===== config.mk =====
export PLATFORM = sky130hd
export DESIGN_NAME = asr_receiver
export DESIGN_NICKNAME = d
export VERILOG_FILES = /design/src/hdl/asr_pkg.sv /design/src/hdl/asr_receiver.sv
export SDC_FILE = /design/constraint.sdc
export NUM_CORES = 1
export LEC_CHECK = 0
export ABC_AREA = 0
export BUFFER_PORTS_ARGS = -buffer_cell sky130_fd_sc_hd__buf_4
export CORE_ASPECT_RATIO = 1.4
export CORE_MARGIN = 2
export CORE_UTILIZATION = 44
export DETAILED_ROUTE_END_ITERATION = 7
export GPL_TIMING_DRIVEN = 0
export PLACE_DENSITY = 0.71
export SLEW_MARGIN = 25
export SYNTH_ARGS = -nofsm -noshare
export SYNTH_HDL_FRONTEND = slang
export SYNTH_SLANG_ARGS = --single-unit

===== constraint.sdc =====
create_clock -name pclk -period 7.63 [get_ports pclk]
set_clock_uncertainty 0.15 [all_clocks]
set_input_delay 0.763 -clock pclk [delete_from_list [all_inputs] [get_ports pclk]]
set_output_delay 0.763 -clock pclk [all_outputs]
set_load 0.02 [all_outputs]

===== src/hdl/asr_pkg.sv =====
// Constants, register map and types of the asynchronous serial receiver
// Functional notes
// A falling edge on the idle line starts a character; start bit is low.
// Half a bit later the line must still be low, else silently abandon.
// Each next bit centre is one bit later; majority vote, shift in.
// Stop bit sampled one bit after last data bit; low means framing error.
// After the stop bit the character moves into the receive buffer.
// Reading receive data returns the oldest character and advances the buffer.
// Receive flag is high while enabled with unread data; software cannot touch.
// Interrupt only when receive, peripheral and global enables are all set.
// Each character keeps its framing bit; status shows the oldest one.
// Framing errors do not block reception nor raise an interrupt alone.
// Port disable clears framing status; receive-enable clear leaves it.
// Buffer holds two; a third complete character sets overrun.
// During overrun buffered data stays readable, new characters are dropped.
// Overrun clears only by clearing receive enable or port enable.
// Nine-bit mode shifts nine bits; ninth bit kept and shown per character.
// Software reads status before data since the data read advances.
// Address detect in nine-bit mode keeps only ninth-bit-set characters.
// Software turns address detect off before next stop bit after match.
// Software sets baud, port, interrupts, nine-bit, then receive enable.
// Bit recovery runs at sixteen ticks per bit; shifter once per bit.
// Receiver runs only with receive enable, async mode and port enable.
// Port disable idles the receiver, empties buffer, clears error flags.
package asr_pkg;
  localparam int ADDR_W = 8;
  localparam int DATA_W = 32;
  // Register byte offsets
  localparam logic [7:0] OFF_CTRL = 8'h00;
  localparam logic [7:0] OFF_MODE = 8'h04;
  localparam logic [7:0] OFF_DATA = 8'h08;
  localparam logic [7:0] OFF_FLAG = 8'h0C;
  localparam logic [7:0] OFF_IEN = 8'h10;
  localparam logic [7:0] OFF_INTC = 8'h14;
  localparam logic [7:0] OFF_BAUD = 8'h18;
  // Control and status field positions
  localparam int B_PORT_EN = 7;
  localparam int B_NINE_SEL = 6;
  localparam int B_CONT_EN = 4;
  localparam int B_ADDR_DET = 3;
  localparam int B_FRAME_ERR = 2;
  localparam int B_OVERRUN = 1;
  localparam int B_NINTH = 0;
  localparam int B_SYNC_MODE = 4;
  localparam int B_RX_FLAG = 5;
  localparam int B_RX_IEN = 5;
  localparam int B_GLOBAL_IEN = 7;
  localparam int B_PERIPH_IEN = 6;
  // Reset values
  localparam logic [7:0] BAUD_RESET = 8'h00;
  localparam logic [31:0] WORD_ZERO = 32'h0000_0000;
  // Oversampling: ticks per bit and vote positions inside a bit
  localparam logic [3:0] TICKS_LAST = 4'hF;
  localparam logic [3:0] VOTE_FIRST = 4'h6;
  localparam logic [3:0] VOTE_SECOND = 4'h7;
  localparam logic [3:0] VOTE_DECIDE = 4'h8;
  localparam logic [3:0] BITS_EIGHT = 4'h8;
  localparam logic [3:0] BITS_NINE = 4'h9;
  localparam logic [1:0] BUF_DEPTH = 2'h2;
  typedef enum logic [1:0] {ST_IDLE, ST_START, ST_DATA, ST_STOP} asr_state_t;
endpackage : asr_pkg


===== src/hdl/asr_receiver.sv =====
// Asynchronous serial receiver with APB register access
//
// Local design decisions: the register offsets and the APB interface to the registers.
`timescale 1ns/10ps
module asr_receiver
  import asr_pkg::*;
#(
  parameter logic [7:0] BAUD_DEFAULT = BAUD_RESET
) (
  // Clock and reset
  input wire logic pclk,
  input wire logic presetn,
  // APB slave
  input wire logic [ADDR_W-1:0] paddr,
  input wire logic psel,
  input wire logic penable,
  input wire logic pwrite,
  input wire logic [DATA_W-1:0] pwdata,
  output logic [DATA_W-1:0] prdata,
  output logic pready,
  output logic pslverr,
  // Serial line
  input wire logic rx_line,
  // Flags
  output logic receive_flag,
  output logic interrupt_request
);

  typedef struct packed {
    // Software control bits
    logic port_enable;
    logic nine_bit_receive_select;
    logic continuous_receive_enable;
    logic address_detect_enable;
    logic sync_mode;
    logic receive_interrupt_enable;
    logic peripheral_interrupt_enable;
    logic global_interrupt_enable;
    logic [7:0] baud_divisor;
    // Tick divider and bit recovery
    logic [7:0] div_cnt;
    asr_state_t state;
    logic [3:0] phase;
    logic [3:0] bit_cnt;
    logic [1:0] samples;
    logic [8:0] receive_shift_register;
    logic rx_prev;
    // Two-entry buffer, overrun and bus read data
    logic [1:0] count;
    logic [1:0][9:0] entries;
    logic overrun_error_flag;
    logic [DATA_W-1:0] rdata;
  } asr_regs_t;

  asr_regs_t s;
  asr_regs_t next_s;

  // Byte-address match for one register
  function automatic logic hit(input logic [ADDR_W-1:0] a,
                               input logic [7:0] off);
    hit = (a == off);
  endfunction : hit

  // Any mapped register
  function automatic logic mapped(input logic [ADDR_W-1:0] a);
    mapped = hit(a, OFF_CTRL) | hit(a, OFF_MODE) | hit(a, OFF_DATA) |
             hit(a, OFF_FLAG) | hit(a, OFF_IEN) | hit(a, OFF_INTC) |
             hit(a, OFF_BAUD);
  endfunction : mapped

  // Two-of-three majority
  function automatic logic vote(input logic [1:0] a, input logic b);
    vote = (a[0] & a[1]) | (a[0] & b) | (a[1] & b);
  endfunction : vote

  // Data bits per character in the selected mode
  function automatic logic [3:0] char_bits(input logic nine);
    if (nine) begin
      char_bits = BITS_NINE;
    end else begin
      char_bits = BITS_EIGHT;
    end
  endfunction : char_bits

  // Buffer entry: framing flag, ninth bit, eight data bits
  function automatic logic [9:0] pack_entry(input logic stop_bit,
                                            input logic nine,
                                            input logic [8:0] shifted);
    logic [9:0] e;
    e[9] = ~stop_bit;
    if (nine) begin
      e[8:0] = shifted;
    end else begin
      // Eight-bit frames stop one place short of the bottom
      e[8:0] = {1'b0, shifted[8:1]};
    end
    pack_entry = e;
  endfunction : pack_entry

  // Nine-bit address mode passes only characters with the ninth bit set
  function automatic logic admitted(input logic nine, input logic detect,
                                    input logic [9:0] e);
    admitted = ~(nine & detect) | e[8];
  endfunction : admitted

  logic enabled;
  logic flag;
  logic access;
  logic [9:0] head;

  // Register strobes from the access phase
  logic wr_ctrl;
  logic wr_mode;
  logic wr_ien;
  logic wr_intc;
  logic wr_baud;
  logic rd_data;
  logic unmapped;

  // Oversampling tick, vote samples and decision point
  logic tick;
  logic sample_point;
  logic at_decide;
  logic rx_fall;

  // Receiver runs only in async mode with both enables set
  assign enabled = s.port_enable & s.continuous_receive_enable &
                   ~s.sync_mode;
  assign flag = enabled & (s.count != 2'h0);
  assign head = s.entries[0];
  assign access = psel & penable;
  assign wr_ctrl = access & pwrite & hit(paddr, OFF_CTRL);
  assign wr_mode = access & pwrite & hit(paddr, OFF_MODE);
  assign wr_ien = access & pwrite & hit(paddr, OFF_IEN);
  assign wr_intc = access & pwrite & hit(paddr, OFF_INTC);
  assign wr_baud = access & pwrite & hit(paddr, OFF_BAUD);
  assign rd_data = access & ~pwrite & hit(paddr, OFF_DATA);
  assign unmapped = ~mapped(paddr);
  // One tick per divisor reload; divisor zero ticks every clock
  assign tick = enabled & (s.div_cnt == 8'h00);
  assign sample_point = tick & ((s.phase == VOTE_FIRST) |
                                (s.phase == VOTE_SECOND));
  assign at_decide = tick & (s.phase == VOTE_DECIDE);
  // rx_prev resets high, so reset release gives no false edge
  assign rx_fall = s.rx_prev & ~rx_line;

  // Read mux; framing and ninth-bit status come from the oldest entry
  function automatic logic [DATA_W-1:0] rd_word(input logic [ADDR_W-1:0] a);
    logic [DATA_W-1:0] w;
    w = WORD_ZERO;
    if (hit(a, OFF_CTRL)) begin
      w[B_PORT_EN] = s.port_enable;
      w[B_NINE_SEL] = s.nine_bit_receive_select;
      w[B_CONT_EN] = s.continuous_receive_enable;
      w[B_ADDR_DET] = s.address_detect_enable;
      w[B_FRAME_ERR] = head[9];
      w[B_OVERRUN] = s.overrun_error_flag;
      w[B_NINTH] = head[8];
    end
    if (hit(a, OFF_MODE)) begin
      w[B_SYNC_MODE] = s.sync_mode;
    end
    if (hit(a, OFF_DATA)) begin
      w[7:0] = head[7:0];
    end
    if (hit(a, OFF_FLAG)) begin
      w[B_RX_FLAG] = flag;
    end
    if (hit(a, OFF_IEN)) begin
      w[B_RX_IEN] = s.receive_interrupt_enable;
    end
    if (hit(a, OFF_INTC)) begin
      w[B_GLOBAL_IEN] = s.global_interrupt_enable;
      w[B_PERIPH_IEN] = s.peripheral_interrupt_enable;
    end
    if (hit(a, OFF_BAUD)) begin
      w[7:0] = s.baud_divisor;
    end
    rd_word = w;
  endfunction : rd_word

  always_comb begin
    logic bit_val;
    logic deliver;
    logic pop;
    logic [9:0] entry;
    logic [1:0] left;
    bit_val = 1'b0;
    deliver = 1'b0;
    pop = 1'b0;
    entry = 10'h000;
    next_s = s;
    next_s.rx_prev = rx_line;

    // APB setup phase captures read data; access phase commits
    if (psel & ~penable) begin
      next_s.rdata = rd_word(paddr);
    end
    if (wr_ctrl) begin
      next_s.port_enable = pwdata[B_PORT_EN];
      next_s.nine_bit_receive_select = pwdata[B_NINE_SEL];
      next_s.continuous_receive_enable = pwdata[B_CONT_EN];
      next_s.address_detect_enable = pwdata[B_ADDR_DET];
    end
    if (wr_mode) begin
      next_s.sync_mode = pwdata[B_SYNC_MODE];
    end
    if (wr_ien) begin
      next_s.receive_interrupt_enable = pwdata[B_RX_IEN];
    end
    if (wr_intc) begin
      next_s.global_interrupt_enable = pwdata[B_GLOBAL_IEN];
      next_s.peripheral_interrupt_enable = pwdata[B_PERIPH_IEN];
    end
    if (wr_baud) begin
      next_s.baud_divisor = pwdata[7:0];
    end
    if (rd_data & (s.count != 2'h0)) begin
      pop = 1'b1;
    end

    // Sixteen-per-bit tick divider
    if (!enabled || s.div_cnt == 8'h00) begin
      next_s.div_cnt = s.baud_divisor;
    end else begin
      next_s.div_cnt = s.div_cnt - 8'h01;
    end

    // Bit recovery
    if (!enabled) begin
      next_s.state = ST_IDLE;
    end else begin
      if (tick) begin
        next_s.phase = s.phase + 4'h1;
      end
      // Two early samples feed the vote; the line itself is the third
      if (sample_point) begin
        next_s.samples = {s.samples[0], rx_line};
      end
      bit_val = vote(s.samples, rx_line);
      unique case (s.state)
        // Idle: wait for the line to fall
        ST_IDLE: begin
          if (rx_fall) begin
            next_s.state = ST_START;
            next_s.phase = 4'h0;
            next_s.bit_cnt = 4'h0;
          end
        end
        // Start: line must still be low at mid-bit
        ST_START: begin
          if (at_decide) begin
            if (bit_val) begin
              next_s.state = ST_IDLE;
            end else begin
              next_s.state = ST_DATA;
            end
          end
        end
        // Data: one voted bit per bit period, LSB first
        ST_DATA: begin
          if (at_decide) begin
            next_s.receive_shift_register =
              {bit_val, s.receive_shift_register[8:1]};
            next_s.bit_cnt = s.bit_cnt + 4'h1;
            if (s.bit_cnt + 4'h1 == char_bits(s.nine_bit_receive_select)) begin
              next_s.state = ST_STOP;
            end
          end
        end
        // Stop: sample the stop level and hand the character over
        ST_STOP: begin
          if (at_decide) begin
            next_s.state = ST_IDLE;
            deliver = 1'b1;
            entry = pack_entry(bit_val, s.nine_bit_receive_select,
                               s.receive_shift_register);
          end
        end
      endcase
    end

    // Address filter
    if (!admitted(s.nine_bit_receive_select, s.address_detect_enable,
                  entry)) begin
      deliver = 1'b0;
    end

    // Two-entry buffer, oldest in slot 0
    left = s.count;
    if (pop) begin
      next_s.entries[0] = s.entries[1];
      next_s.entries[1] = 10'h000;
      left = s.count - 2'h1;
    end
    // Overrun is judged after a same-cycle read frees a slot
    if (deliver & ~s.overrun_error_flag) begin
      if (left == BUF_DEPTH) begin
        next_s.overrun_error_flag = 1'b1;
      end else if (left == 2'h1) begin
        next_s.entries[1] = entry;
        left = BUF_DEPTH;
      end else begin
        next_s.entries[0] = entry;
        left = 2'h1;
      end
    end
    next_s.count = left;

    // Receive-enable clear drops overrun but keeps data and framing
    if (!s.continuous_receive_enable) begin
      next_s.overrun_error_flag = 1'b0;
    end
    // Port disable is last so it wins over every other update
    if (!s.port_enable) begin
      next_s.overrun_error_flag = 1'b0;
      next_s.count = 2'h0;
      next_s.entries = '0;
      next_s.state = ST_IDLE;
    end
  end

  // All state in one register; reset loads constants only
  always_ff @(posedge pclk or negedge presetn) begin
    if (!presetn) begin
      s <= '0;
      s.baud_divisor <= BAUD_DEFAULT;
      s.state <= ST_IDLE;
      s.rx_prev <= 1'b1;
    end else begin
      s <= next_s;
    end
  end

  assign prdata = s.rdata;
  // No wait states: every access completes in its first cycle
  assign pready = 1'b1;
  assign pslverr = access & unmapped;
  // Flag ignores the interrupt enables; only the request is gated
  assign receive_flag = flag;
  assign interrupt_request = flag & s.receive_interrupt_enable &
                             s.peripheral_interrupt_enable &
                             s.global_interrupt_enable;

endmodule : asr_receiver


Word-level counts from Yosys, hierarchy flattened:

Index checks and enable logic that the tools add are counted.

* register bits after elaboration: 77
* bits of input ports: 46
* logic and storage cells: 153

* $add $sub $neg: 4
* eq/ne operators: 24
* muxes and demuxes: 47
* bitwise gates (word level): 45
* reductions and logical operators: 12

Operators by type and width (number)
* two-way mux 10 bit: 6
* two-way mux 20 bit: 2
* AND 1 bit: 27
* two-way mux 2 bit: 13
* == test 8 x 5 -> 1 bit, second input constant: 3
* two-way mux 4 bit: 6
* two-way mux 8 bit: 3
* two-way mux 23 bit: 1
* two-way mux 21 bit: 1
* inequality test 4 bit, second input constant: 5
* == test 8 x 4 -> 1 bit, second input constant: 2
* zero test 8 bit: 2
* two-way mux 1 bit: 11
* bitwise OR 1 bit: 10
* two-way mux 9 bit: 1
* adder 4 x 1 -> 4 bit, second input constant: 2
* == test 4 x 3 -> 1 bit, second input constant: 2
* == test 8 x 3 -> 1 bit, second input constant: 1
* inverter 1 bit: 8
* case mux 2 bit (4 select lines): 1
* case mux 4 bit (2 select lines): 1
* subtractor 8 x 1 -> 8 bit, second input constant: 1
* == test 2 bit, second input constant: 3
* inequality test 3 x 2 -> 1 bit, second input constant: 2
* other kinds (14): 18

Longest topological paths before layout:

* depth after elaboration: 13
* gate-level depth with buffers: 13
* gate-level depth less buffers: 11

Worst setup path after synthesis:

Ideal clock, no wire load.

* kind: input to register
* from: input port paddr[2]
* to: register s (netlist bit head[0])
* setup time: 0.094 ns
* arrival: 3.076 ns
* setup slack: 4.310 ns
* stages on the path: 9
* buffers on the path: 2
* cells stage by stage: nor4b_4 > nand4_1 > buf_2 > xnor2_1 > inv_1 > ha_1 > or4_1 > buf_6 > a221oi_2

RTL lines
* from (decl): line asr_receiver.sv:14 `input wire logic [ADDR_W-1:0] paddr,`
* to (signal assigned): line asr_receiver.sv:331 `s <= next_s;`
* to (decl): line asr_receiver.sv:55 `asr_regs_t s;`

==> results.md <==
- Largest net degree at the start of global routing: 78
- Overall Global Routing Usage: 19.6%
- Vias: 3,585
- Tmin final: 3.64 ns
- Slew headroom: 37.0%
- Hold WS: 0.311 ns
- Hold WC Path Type: in2async
- Vias per cell: 5.43
- Synth Area in Simple Gates: 17.1%
- Post-CTS Resized: 0
- Antenna violations before repair: 0
- Global-route wire length before repair: 18.0 mm
- Final max-slew violation count: 0
- Clock Pin Slew Worst Setup and Hold Paths: 0.06 ns
- Number of buffers added on ports: 31
- Cell Count, Final, Fillers Out: 660
- Multiplexer share of the synthesized area: 11.2%
- Yosys cell types: 66
- Dpl ws: 3.67 ns
- Avg Cell Area, Syn: 10.2 um^2
- N_diodes: 0
- CTS tree: built
- Worst Path Arrival: 3.74 ns
- Clk root buf: clkbuf_16
- Cts bufs inserted: 9
- Routed Antenna Nets: 0
- Worst R2R End: s[46]
- Die Y: 125 um
- TritonRoute pass-1 iters: 4
- Post-Synth XOR/XNOR Area: 2.09%
- Crit end category: register
- Placed insts: 644
- Setup TNS: 0 ns
- FF+latch count, synth: 77
- Clock Path Buffers: 2
- Register area share after synthesis: 41.8%
- Ports: 82
- Peak Freq: 274 MHz
- Detailed Route WL: 10.8 mm
- Synth Warn #: 0
- Post-synthesis compound-gate area fraction: 15.9%
- Nets: 572
- Row count: 44
- Synth Cell Area: 4620 um^2
- DIE AREA: 11,300 um^2
- Worst R2R Path Depth: 13
- H-tree Lvls: 3
- Total grt overflow: 0
- Clock insertion delay at the later pin of the skew report: 0.33 ns
- Hpwl dp: 8.08 mm
- Die W: 90.6 um
- # setup viols final: 0
- Setup crit start kind: input pin
- Share of post-route cells with drive strength above 1: 27.4%
- Power Density: 167 nW/um^2
- WL/cell: 16.4 um
- Post-CTS setup buffer count: 0
- CTS Sinks: 77
- Worst vdd ir: 0.000116 V
- Final setup margin: 3.99 ns
- # DRC: 0
- Routability cong.: 0.866
- Starting Density: 44.9%
- Worst Max-Slew Pin Slew: 0.936 ns
- Maxcap violations: 0
- Asr flop ratio synth: 100%
- Number of global-route vias before repair: 3,611
- Critical Path RT: 7.72 ns
- Ys flop type: dfrtp_1
- Final hold vios: 0
- Leak: 2.51 nW
- Crit Reg-Reg Startpoint: s[53]
- P&R area growth vs syn: 17.2%
- Kind of critical path: in2reg
- Reg2reg setup slack: 4.39 ns
- Part of the cycle the worst path needs: 47.8%
- DRT iter0 DRCs: 202
- RSZ-0062 raised after global routing: no
- Post-synthesis cell count: 452
- Hold_buf cts: 0
- Post-Synth Adder-Cell Area: 2.44%
- Core Region: 10,300 um^2
- Post-synth EDFFs: 0
- Largest family of logic cells by synthesized area: simple AND/OR/NAND/NOR gates
- Status: completed
- Crit-path max FO: 10
metal layers:
layer | up-vias | wire [um] | global-route usage [%]
li1 | 1742 | - | -
met1 | 1718 | 4320 | 22.1
met2 | 108 | 5750 | 35.5
met3 | 17 | 429 | 3.37
met4 | 0 | 318 | 9.68
met5 | - | 0 | 0
final cells by class:
cell class                      count  area (um^2)
Buffer                             55          350
Clock buffer                       10          229
Clock inverter                      6         63.8
Fill cell                         930         4880
Inverter                           22         82.6
Multi-Input combinational cell    321         2350
Sequential cell                    77         1930
Tap cell                          138          173
Timing Repair Buffer               31          236
sequential cells by signal, indices dropped and copies added, names as in the netlist:
| signal | flops |
|---|---|
| head | 10 |
| prdata | 8 |
| s | 59 |
stage by stage:
stage	area, um^2	total power [mW]	util, %
after floorplan	4700	0.463	-
after global placement	5110	0.488	49.6
after detailed placement	5120	0.489	49.7
after CTS	5410	0.911	52.5
after global routing	5410	0.935	52.6
final	5410	0.904	52.6
cell usage in the layout, fill, tap and decap left out, types with 9 or more instances in the layout:
cell type | synthesis | layout
dfrtp_1 | 76 | 76
buf_4 | 34 | 64
mux2_2 | 34 | 34
nand2_1 | 33 | 33
o21ai_0 | 26 | 26
conb_1 | 2 | 25
inv_1 | 21 | 21
clkbuf_1 | 16 | 17
nand4_1 | 17 | 17
a21oi_1 | 17 | 17
nand3_1 | 14 | 14
nor2_1 | 13 | 13
a41oi_1 | 11 | 11
mux2i_1 | 11 | 11
a221oi_2 | 9 | 9
ha_1 | 9 | 9
clkbuf_16 | 0 | 9
kinds of logic after synthesis:
family / count (synthesis)
AND/OR/NAND/NOR: 129
AO/OA/AOI/OAI: 100
flip-flops: 77
buffers and inverters: 77
multiplexers: 47
XOR/XNOR: 11
adder cells (fa/ha/maj): 9
other: 2
worst max path at each step:
stage	start	end	depth (start not counted)
3_3_place_gp	paddr[2]	head[1]	11
4_1_cts	paddr[2]	head[5]	11
2_1_floorplan	paddr[2]	head[0]	9
3_5_place_dp	paddr[2]	head[0]	11
5_1_grt	paddr[2]	head[5]	11
6_report	paddr[2]	s[46]	12
synthesized netlist by cell type (3+ instances only):
library cell	n	area, um^2
clkbuf_1	16	60.1
buf_4	34	255
nor2b_1	4	25.0
nand2_1	33	124
o21ai_1	5	25.0
nand3_1	14	70.1
nand4_1	17	106
inv_1	21	78.8
a22o_1	4	35.0
and3_1	3	18.8
o21ai_0	26	130
nand2b_1	6	37.5
mux2_2	34	383
nor2_1	13	48.8
dfrtp_1	76	1900
o41ai_1	4	35.0
xor2_1	5	43.8
ha_1	9	113
a41oi_1	11	96.3
nor3_1	8	40.0
a221oi_2	9	135
mux2i_1	11	110
a22oi_1	6	45.0
nor4_1	4	25.0
xnor2_1	6	52.6
a21oi_1	17	85.1
or4_1	3	22.5
power by group:
group / switching [mW] / internal (mW) / total [mW]
registers: 0.00295 / 0.411 / 0.414
logic: 0.0421 / 0.0259 / 0.0680
clock network: 0.170 / 0.253 / 0.422
critical path, stage by stage:
cell,delay [ns]
buf_4,0.13
nor4b_4,0.56
nand4_1,0.35
buf_2,0.34
xnor2_1,0.20
inv_1,0.08
ha_1,0.18
nor2b_1,0.17
and4_1,0.20
buf_1,0.37
nand4_1,0.19
a21oi_1,0.21
No activity file was read; power rests on OpenSTA's default activity.
